File: src/pwc_regs.svh
`ifndef PWC_REGS_SVH
`define PWC_REGS_SVH

// ********************************************************************
// Register offsets (byte addresses, one 32-bit word each)
// ********************************************************************
`define PWC_ENA_OFS      8'h00
`define PWC_DIS_OFS      8'h04
`define PWC_STATE_OFS    8'h08
`define PWC_MODE_OFS     8'h0C
`define PWC_DUTY_OFS     8'h10
`define PWC_PERIOD_OFS   8'h14
`define PWC_COUNTER_OFS  8'h18
`define PWC_UPDATE_OFS   8'h1C

// ********************************************************************
// Field positions and reset values
// ********************************************************************
`define PWC_MODE_PRE_LSB     0
`define PWC_MODE_ALIGN_BIT   8
`define PWC_MODE_POL_BIT     9
`define PWC_MODE_UPDSEL_BIT  10
`define PWC_PERIOD_RESET     16'h0001
`define PWC_DUTY_RESET       16'h0001
`define PWC_PRE_MAX          4'hA

`endif

File: src/pwc_pkg.sv
package pwc_pkg;

	typedef struct packed {
		logic       upd_sel;
		logic       polarity;
		logic       center;
		logic [3:0] prescale;
	} pwc_mode_t;

	typedef enum logic [1:0] {
		PWC_IDLE,
		PWC_ARMED,
		PWC_RUN
	} pwc_state_t;

endpackage

File: src/pwc_channel.sv
// Chosen here: register access over Avalon-MM and the placing of the registers.
`timescale 1ns/1ps
`default_nettype none
`include "pwc_regs.svh"
// Contract
// - Left-aligned counter starts at zero first period after enable, then at one.
// - Update write while counter is zero or one loads value at once; the code holds a period update instead while period is zero.
// - No period update is performed while period value is zero.
// - Disable before one selected-clock period keeps the active flag at one.
module pwc_channel
	import pwc_pkg::*;
(
	// Clock and reset.
	input  wire logic        mclk_i,
	input  wire logic        reset_n_i,
	// Avalon-MM slave.
	input  wire logic [7:0]  avs_address_i,
	input  wire logic        avs_read_i,
	input  wire logic        avs_write_i,
	input  wire logic [31:0] avs_writedata_i,
	output logic      [31:0] avs_readdata_o,
	output logic             avs_waitrequest_o,
	// Pin towards the shared I/O controller.
	output logic             pwm_o,
	output logic             pwm_oe_o
);

	// ****************************************************************
	// Register state
	// ****************************************************************
	pwc_mode_t   mode_reg,    mode_next;
	logic [15:0] period_reg,  period_next;
	logic [15:0] duty_reg,    duty_next;
	logic [15:0] upd_reg,     upd_next;
	logic        upd_pend_reg, upd_pend_next;
	logic        active_reg,  active_next;
	logic        out_en_reg,  out_en_next;
	logic [15:0] cnt_reg,     cnt_next;
	logic        first_reg,   first_next;
	logic        down_reg,    down_next;
	logic        out_reg,     out_next;
	logic [10:0] div_reg,     div_next;
	logic        ack_reg,     ack_next;
	logic [31:0] rdata_reg,   rdata_next;
	logic        tick_seen_reg, tick_seen_next;
	pwc_state_t  state_reg,   state_next;

	logic        tick;
	logic        wr_en, wr_dis, wr_upd, period_end, cnt_low;

	// The selected clock is a one-cycle enable: prescale N up to 10 gives mclk / 2^N, above 10 no tick at all.
	function automatic logic sel_tick(input logic [10:0] div, input logic [3:0] pre);
		logic [10:0] mask;
		mask = 11'(11'h7FF >> (4'hB - pre));
		sel_tick = (pre > `PWC_PRE_MAX) ? 1'b0 : ((div & mask) == mask);
	endfunction

	// ****************************************************************
	// Decode
	// ****************************************************************
	assign tick       = sel_tick(div_reg, mode_reg.prescale);
	assign wr_en      = avs_write_i && !ack_reg && avs_address_i == `PWC_ENA_OFS;
	assign wr_dis     = avs_write_i && !ack_reg && avs_address_i == `PWC_DIS_OFS;
	assign wr_upd     = avs_write_i && !ack_reg && avs_address_i == `PWC_UPDATE_OFS;
	assign cnt_low    = cnt_reg <= 16'h0001;
	assign period_end = tick && state_reg == PWC_RUN &&
		(mode_reg.center ? (down_reg && cnt_low) : (cnt_reg >= period_reg));

	// ****************************************************************
	// Next-state logic
	// ****************************************************************
	always_comb begin
		mode_next      = mode_reg;
		period_next    = period_reg;
		duty_next      = duty_reg;
		upd_next       = upd_reg;
		upd_pend_next  = upd_pend_reg;
		active_next    = active_reg;
		out_en_next    = out_en_reg;
		cnt_next       = cnt_reg;
		first_next     = first_reg;
		down_next      = down_reg;
		state_next     = state_reg;
		tick_seen_next = tick_seen_reg;
		div_next       = 11'(div_reg + 11'h001);
		ack_next       = (avs_read_i || avs_write_i) && !ack_reg;
		rdata_next     = 32'h0000_0000;

		if (avs_read_i && !ack_reg) begin
			case (avs_address_i)
				`PWC_STATE_OFS:   rdata_next = {31'h0, active_reg};
				`PWC_MODE_OFS:    rdata_next = {21'h0, mode_reg.upd_sel, mode_reg.polarity,
				                                mode_reg.center, 4'h0, mode_reg.prescale};
				`PWC_DUTY_OFS:    rdata_next = {16'h0, duty_reg};
				`PWC_PERIOD_OFS:  rdata_next = {16'h0, period_reg};
				`PWC_COUNTER_OFS: rdata_next = {16'h0, cnt_reg};
				default:          rdata_next = 32'h0000_0000;
			endcase
		end
		if (avs_write_i && !ack_reg && !active_reg) begin
			case (avs_address_i)
				`PWC_MODE_OFS: begin
					mode_next.prescale = avs_writedata_i[`PWC_MODE_PRE_LSB +: 4];
					mode_next.center   = avs_writedata_i[`PWC_MODE_ALIGN_BIT];
					mode_next.polarity = avs_writedata_i[`PWC_MODE_POL_BIT];
					mode_next.upd_sel  = avs_writedata_i[`PWC_MODE_UPDSEL_BIT];
				end
				`PWC_DUTY_OFS:   duty_next   = avs_writedata_i[15:0];
				`PWC_PERIOD_OFS: period_next = avs_writedata_i[15:0];
				default: begin
				end
			endcase
		end

		// Update path: immediate on a low counter unless it targets a zero period, otherwise held for period end.
		if (wr_upd) begin
			if (cnt_low && !(mode_reg.upd_sel && period_reg == 16'h0000)) begin
				if (mode_reg.upd_sel)
					period_next = avs_writedata_i[15:0];
				else
					duty_next = avs_writedata_i[15:0];
				upd_pend_next = 1'b0;
			end else begin
				upd_next      = avs_writedata_i[15:0];
				upd_pend_next = 1'b1;
			end
		end else if (period_end && upd_pend_reg) begin
			if (!mode_reg.upd_sel)
				duty_next = upd_reg;
			else if (period_reg != 16'h0000)
				period_next = upd_reg;
			upd_pend_next = mode_reg.upd_sel && period_reg == 16'h0000;
		end

		if (tick)
			tick_seen_next = 1'b1;

		case (state_reg)
			PWC_IDLE: begin
				if (wr_en) begin
					active_next    = 1'b1;
					out_en_next    = 1'b1;
					cnt_next       = 16'h0000;
					first_next     = 1'b1;
					down_next      = 1'b0;
					tick_seen_next = 1'b0;
					div_next       = 11'h000;
					state_next     = PWC_ARMED;
				end
			end
			PWC_ARMED, PWC_RUN: begin
				if (wr_dis) begin
					out_en_next = 1'b0;
					// An early disable stops the line but leaves the flag set.
					if (state_reg == PWC_RUN || tick_seen_reg)
						active_next = 1'b0;
					state_next = PWC_IDLE;
				end else if (tick) begin
					state_next = PWC_RUN;
					if (state_reg == PWC_ARMED) begin
						cnt_next = 16'h0000;
					end else if (mode_reg.center) begin
						if (!down_reg && cnt_reg >= period_reg) begin
							down_next = 1'b1;
							cnt_next  = 16'(cnt_reg - 16'h0001);
						end else if (down_reg && cnt_low) begin
							down_next = 1'b0;
							cnt_next  = 16'(cnt_reg + 16'h0001);
						end else begin
							cnt_next = down_reg ? 16'(cnt_reg - 16'h0001)
							                    : 16'(cnt_reg + 16'h0001);
						end
					end else if (period_end) begin
						cnt_next   = 16'h0001;
						first_next = 1'b0;
					end else begin
						cnt_next = 16'(cnt_reg + 16'h0001);
					end
				end
			end
			default: state_next = PWC_IDLE;
		endcase
		if (wr_en && state_reg != PWC_IDLE)
			active_next = 1'b1;

		out_next = out_en_next && (((cnt_next < duty_next) ^ mode_reg.polarity));
	end

	// ****************************************************************
	// Registers
	// ****************************************************************
	always_ff @(posedge mclk_i or negedge reset_n_i) begin
		if (!reset_n_i) begin
			mode_reg      <= '0;
			period_reg    <= `PWC_PERIOD_RESET;
			duty_reg      <= `PWC_DUTY_RESET;
			upd_reg       <= 16'h0000;
			upd_pend_reg  <= 1'b0;
			active_reg    <= 1'b0;
			out_en_reg    <= 1'b0;
			cnt_reg       <= 16'h0000;
			first_reg     <= 1'b0;
			down_reg      <= 1'b0;
			out_reg       <= 1'b0;
			div_reg       <= 11'h000;
			ack_reg       <= 1'b0;
			rdata_reg     <= 32'h0000_0000;
			tick_seen_reg <= 1'b0;
			state_reg     <= PWC_IDLE;
		end else begin
			mode_reg      <= mode_next;
			period_reg    <= period_next;
			duty_reg      <= duty_next;
			upd_reg       <= upd_next;
			upd_pend_reg  <= upd_pend_next;
			active_reg    <= active_next;
			out_en_reg    <= out_en_next;
			cnt_reg       <= cnt_next;
			first_reg     <= first_next;
			down_reg      <= down_next;
			out_reg       <= out_next;
			div_reg       <= div_next;
			ack_reg       <= ack_next;
			rdata_reg     <= rdata_next;
			tick_seen_reg <= tick_seen_next;
			state_reg     <= state_next;
		end
	end

	// ****************************************************************
	// Outputs
	// ****************************************************************
	// Every access takes two cycles: waitrequest drops in the cycle after the request.
	// Read data falls back to zero after its one answer cycle, so a stale word never lingers.
	assign avs_waitrequest_o = (avs_read_i || avs_write_i) && !ack_reg;
	assign avs_readdata_o    = rdata_reg;
	assign pwm_o             = out_reg;
	assign pwm_oe_o          = out_en_reg;
endmodule
`default_nettype wire

File: config.mk
export PLATFORM = sky130hd
export DESIGN_NAME = pwc_channel
export DESIGN_NICKNAME = d
export VERILOG_FILES = /design/src/pwc_pkg.sv /design/src/pwc_channel.sv
export VERILOG_INCLUDE_DIRS = /design/src
export SDC_FILE = /design/constraint.sdc
export NUM_CORES = 1
export LEC_CHECK = 0
export ABC_AREA = 1
export BUFFER_PORTS_ARGS = -buffer_cell sky130_fd_sc_hd__buf_2
export CORE_UTILIZATION = 50
export DETAILED_ROUTE_END_ITERATION = 6
export PLACE_DENSITY_LB_ADDON = 0.15
export SYNTH_ARGS = -nofsm -noshare
export SYNTH_HDL_FRONTEND = slang
export SYNTH_SLANG_ARGS = --single-unit
File: constraint.sdc
create_clock -name mclk_i -period 8.1 [get_ports mclk_i]
set_clock_uncertainty 0.2 [all_clocks]
set_input_delay 1.215 -clock mclk_i [delete_from_list [all_inputs] [get_ports mclk_i]]
set_output_delay 1.215 -clock mclk_i [all_outputs]
set_load 0.005 [all_outputs]
==> key figures, run 1 <==
Cells and area
  – Most common cell after layout, fill and taps aside: nand2_1
  – Post-route cell area: 0.00800 mm^2
  – N_diodes: 0
  – Non-filler cells, final: 1245
  – Area grow syn2layout: 9.08%
  – Most frequent cells in the layout: nand2_1 (277), inv_1 (140), o21ai_0 (109), dfrtp_1 (105), nor2_1 (71)
  – Area of the multi-input gates: 0.00393 mm^2
  – Finished Core Util: 56.7%
  – Share of cells above drive strength 1: 9.20%
  – Fillers: 1353
  – Reg area: 0.00268 mm^2
  – Nets: 1145

Drt
  – WL/cell: 16.5 um
  – DR vias: 6976
  – DRT Pass-1 Iters: 5
  – First-iteration detailed-routing DRC count: 619
  – Met2 wire length: 9310 um
  – WL met3: 1410 um
  – Drt drc: 0
  – Vias per inst: 5.60
  – Drt total wl: 20500 um
  – Top Layer Used: met4
  – WL met1: 9340 um
  – ANT nets after route: 0

Synthesis
  – Synth cell types: 46
  – Post-synth EDFFs: 0
  – Cell Area, Synth: 0.00733 mm^2
  – Seq/Total Area, Yosys: 36.5%
  – Ys Warns: 0
  – Synthesized flop and latch total: 107
  – Avg Inst Size Synth: 7.12 um^2
  – Main flop type after synthesis: dfrtp_1
  – Async SR Flop Fraction: 100%
  – Cell count after synthesis: 1030

Timing
  – Worst slew pin tran: 1000 ps
  – Fin crit share: 58.0%
  – Fin. max-slew vios: 0
  – Hold slack: 312 ps
  – Fin. Hold Viols: 0
  – Setup TNS: 0 ps
  – Setup repair after global routing missed its margin: no
  – Max_slew headroom: 33.1%
  – Final setup vio count: 0
  – Fin crit period: 4700 ps
  – FMAX: 213 MHz
  – Final WS setup: 3400 ps

CTS
  – Max Root-Sink Buffers: 2
  – Post-CTS Setup Bufs: 0
  – H-Tree Depth: 3
  – Clock slew at reported path FFs: 70 ps
  – Clk sinks: 107
  – Total CTS buffers: 9
  – Worst-Skew Late Latency: 360 ps
  – CTS tree: yes
  – Cts hold-fix bufs: 0
  – Clock root buffer: clkbuf_16
  – Post-cts resize count: 0

Pwr
  – Overall power: 2.24 mW
  – Worst vdd ir: 175 uV
  – Leak Pwr: 4.35 nW
  – Power Dens Cells: 280 mW/mm^2

Place
  – Dpl cell area: 0.00766 mm^2
  – Cell count after placement: 1229
  – Pre-CTS setup slack: 3110 ps
  – Port Buffers: 46
  – GPL Wtd Cong: 0.924
  – HPWL after DPL: 15000 um

Critical path
  – Worst R2R End: pwm_o
  – Crit path DAT: 4750 ps
  – Critical path class: in -> reg
  – Flop-to-flop setup slack: 3650 ps
  – CP startpoint kind: input port
  – CP max FO: 32
  – Crit path from: avs_address_i[1]
  – CP required: 8150 ps
  – FF-to-FF Start: cnt_reg[12]
  – CP endpoint: pwm_o
  – Critical Path Sink Type: flop
  – FF-to-FF path depth: 22

Min path
  – Worst Hold Class: reg -> reg

Die
  – Initial Util: 52.0%
  – Io pins: 79
  – Die Y: 123 um
  – DIE WIDTH: 123 um
  – Row count: 43
  – Die area: 0.0152 mm^2
  – Core box area: 0.0141 mm^2

GRT
  – GR Overflow Total: 0
  – Gr usage total: 28.7%
  – Largest net degree at the start of global routing: 67
  – Initial antenna violation count: 0
  – First-pass GRT wire length: 32800 um
  – Vias in the first global route: 6198

Run
  – # Max-Cap Violations: 0

Outcome
  – Outcome: complete, no violations
## synthesized netlist by cell type, types with 2 or more instances
master,instances,share of area [%]
a211oi_1,4,0.41
ha_1,41,7.0
nand3b_1,2,0.20
a31oi_1,7,0.60
o311ai_0,2,0.24
o21ai_0,109,7.4
nor2_4,3,0.46
o22ai_1,14,1.2
nor4_1,2,0.17
nand3_1,31,2.1
nand2_4,3,0.46
xor2_1,4,0.48
nand2_2,3,0.26
o32ai_1,2,0.24
and2_1,2,0.17
nor2_1,71,3.6
inv_2,5,0.26
o221ai_1,2,0.24
dfrtp_1,105,36
clkbuf_1,28,1.4
nor2_2,3,0.26
buf_4,16,1.6
dfstp_2,2,0.72
xnor2_1,2,0.24
inv_1,140,7.2
nand2_1,277,14
a221oi_1,6,0.72
a21oi_1,41,2.8
o211ai_1,42,4.3
nor3_1,20,1.4
or2_2,4,0.34
o21ai_1,3,0.20
nand4_1,12,1.0
buf_2,5,0.34
o41ai_1,2,0.24
a21o_1,4,0.41
a21oi_2,2,0.24
## cell type report
class	instances	share of cell area [%]
inverter	145	6.80
timing repair buffer	53	3.57
clock inverter	5	1.06
sequential	107	33.5
clock buffer	11	3.16
multi-input combinational	744	49.1
tap	180	2.82
## cell families (layout without fill, tap and decap cells)
group | after synthesis | in the layout | synth area share (%)
XOR/XNOR | 6 | 6 | 0.717
AO/OA/AOI/OAI | 246 | 246 | 20.0
buffers and inverters | 194 | 214 | 10.8
other | 1 | 16 | 0.0511
AND/OR/NAND/NOR | 435 | 435 | 24.9
adder cells (fa/ha/maj) | 41 | 41 | 7.00
flip-flops | 107 | 107 | 36.5
## power breakdown
part           leakage, nW  switching [mW]  internal [mW]
sequential            1.42          0.0847          0.621
combinational         2.76           0.719          0.322
clock                0.162           0.206          0.289
## worst max-delay path, cell delays in order
cell and delay [ps]:
buf_2 90, nor2_1 160, inv_1 80, nor2_1 100
inv_1 80, nor2_1 130, nand3_1 730, inv_1 210
buf_4 390, o211ai_1 150, nand2_1 140, inv_1 50
ha_1 300, nand2_1 70, inv_1 60, a221oi_1 240
o21ai_0 130, a31oi_1 200, nand3_1 100, nand2_1 60
nor2_1 50
## per-layer routing
metal,vias to the layer above,global-route usage (%)
met5,-,0
met2,269,46.7
li1,3443,-
met4,0,9.49
met3,34,5.40
met1,3230,38.6
## worst min path at each step
stage	startpoint	endpoint	slack [ps]	depth (start not counted)
after floorplan	tick_seen_reg	tick_seen_reg	260	2
after global placement	upd_reg[13]	upd_reg[13]	290	2
after detailed placement	upd_reg[9]	upd_reg[9]	290	2
after CTS	upd_reg[9]	upd_reg[9]	320	2
after global routing	upd_reg[14]	upd_reg[14]	330	2
final	upd_reg[10]	upd_reg[10]	310	2
Note: power is estimated with default switching activity, not from simulation.
==> inputs of run 2 (changes only) <==
==> constraint.sdc (replaced) <==
create_clock -name mclk_i -period 4.5 [get_ports mclk_i]
set_clock_uncertainty 0.2 [all_clocks]
set_input_delay 0.675 -clock mclk_i [delete_from_list [all_inputs] [get_ports mclk_i]]
set_output_delay 0.675 -clock mclk_i [all_outputs]
set_load 0.005 [all_outputs]
==> key figures, run 2 (synthesis results as in run 1) <==
Outcome
  – Outcome: complete, no violations

Timing
  – Setup repair after global routing missed its margin: no
  – Max_slew headroom: 35.8%
  – Fin. Hold Viols: 0
  – Worst slew pin tran: 962 ps
  – FMAX: 245 MHz
  – Fin. max-slew vios: 0
  – Final setup vio count: 0
  – Hold slack: 242 ps
  – Fin crit period: 4080 ps
  – Setup TNS: 0 ps
  – Fin crit share: 90.6%

Critical path
  – CP required: 4550 ps
  – Critical path class: reg -> reg
  – CP max FO: 9
  – CP startpoint kind: flop
  – Crit path DAT: 4130 ps
  – Critical Path Sink Type: flop

GRT
  – GR Overflow Total: 0
  – Largest net degree at the start of global routing: 69
  – Gr usage total: 30.1%
  – Vias in the first global route: 6410
  – First-pass GRT wire length: 34100 um
  – Initial antenna violation count: 0

CTS
  – Cts hold-fix bufs: 0
  – Clock slew at reported path FFs: 70 ps
  – CTS tree: yes
  – Max Root-Sink Buffers: 2
  – Clk sinks: 107
  – Clock root buffer: clkbuf_16
  – Total CTS buffers: 9
  – Worst-Skew Late Latency: 360 ps
  – Post-CTS Setup Bufs: 0
  – H-Tree Depth: 3
  – Post-cts resize count: 0

Run
  – # Max-Cap Violations: 0

Die
  – Core box area: 0.0141 mm^2
  – Die area: 0.0152 mm^2
  – Row count: 43
  – Die Y: 123 um
  – Io pins: 79
  – DIE WIDTH: 123 um
  – Initial Util: 52.0%

Place
  – GPL Wtd Cong: 0.966
  – Port Buffers: 46
  – HPWL after DPL: 15800 um

Drt
  – DRT Pass-1 Iters: 6
  – DR vias: 7073
  – WL/cell: 16.8 um
  – Vias per inst: 5.59
  – First-iteration detailed-routing DRC count: 634
  – Drt drc: 0
  – ANT nets after route: 0
  – Drt total wl: 21300 um

Cells and area
  – Most frequent cells in the layout: nand2_1 (277), inv_1 (140), o21ai_0 (109), dfrtp_1 (104), nor2_1 (70)
  – Most common cell after layout, fill and taps aside: nand2_1
  – N_diodes: 0
  – Share of cells above drive strength 1: 11.2%
  – Area grow syn2layout: 11.3%
  – Nets: 1166

Pwr
  – Worst vdd ir: 244 uV
  – Overall power: 4.10 mW
  – Power Dens Cells: 503 mW/mm^2
  – Leak Pwr: 4.43 nW

Min path
  – Worst Hold Class: in -> async
## run 2: cell count changes in the layout (fill, tap and decap cells not counted), sizes merged
| cell | before | now |
|---|---|---|
| buf | 53 | 74 |
| clkinv | 2 | 1 |
| clkbuf | 11 | 12 |
| inv | 145 | 144 |
| clkinvlp | 1 | 2 |
## run 2: final cells by class
cell class / count / area, um^2
Sequential cell: 107 / 2680
Clock inverter: 4 / 75.1
Fill cell: 1375 / 5930
Clock buffer: 12 / 236
Multi-Input combinational cell: 744 / 3950
Timing Repair Buffer: 74 / 443
Tap cell: 180 / 225
Inverter: 145 / 552
## run 2: layer usage
metal | GRT usage (%) | vias to the layer above | routed length (um)
met2 | 47.6 | 296 | 9620
met3 | 5.81 | 50 | 1650
met1 | 40.1 | 3246 | 9240
met4 | 13.0 | 0 | 755
li1 | - | 3481 | -
met5 | 0 | - | 0
## run 2: critical path, stage by stage, from the launching register on
cell	delay (ps)
dfrtp_1	340
inv_1	110
ha_1	320
nand2_1	100
nor4_2	350
nand2_1	130
nand2_1	100
nand2_1	50
nand2_1	60
nand2_1	100
buf_4	200
nand2_1	60
o21ai_0	90
or2_2	310
nand3_1	70
o21ai_0	150
ha_1	310
nand2_1	90
nor2_1	50
a211oi_1	170
o21ai_0	110
a31oi_1	280
nand3_1	120
nand2_1	70
nor2_1	40
## run 2: worst paths after layout
kind | from | endpoint | slack [ps] | depth (start not counted)
worst max-delay path | period_reg[15] | pwm_o | 420 | 24
worst min register to register | upd_reg[13] | upd_reg[13] | 310 | 2
max in group asynchronous | reset_n_i | period_reg[0] | 2990 | 2
min in group mclk_i | upd_reg[13] | upd_reg[13] | 310 | 2
worst max register to register | period_reg[15] | pwm_o | 420 | 24
worst min-delay path | reset_n_i | period_reg[2] | 240 | 1
## run 2: stage by stage
stage / std cells / area, um^2 / setup WS (ps) / utilization (%)
6_report: 1266 / 8160 / 421 / 57.9
5_1_grt: 1266 / 8160 / 12.7 / 57.9
4_1_cts: 1266 / 8130 / 295 / 57.7
3_5_place_dp: 1250 / 7820 / 334 / 55.5
3_3_place_gp: 1250 / 7820 / 430 / 55.5
2_1_floorplan: 1045 / 7390 / 1040 / -
## run 2: power breakdown
part	internal, mW	leakage (nW)	switching [mW]	total, mW
Combinational	0.641	2.87	1.34	1.99
Clock	0.489	0.143	0.367	0.856
Sequential	1.12	1.42	0.145	1.26
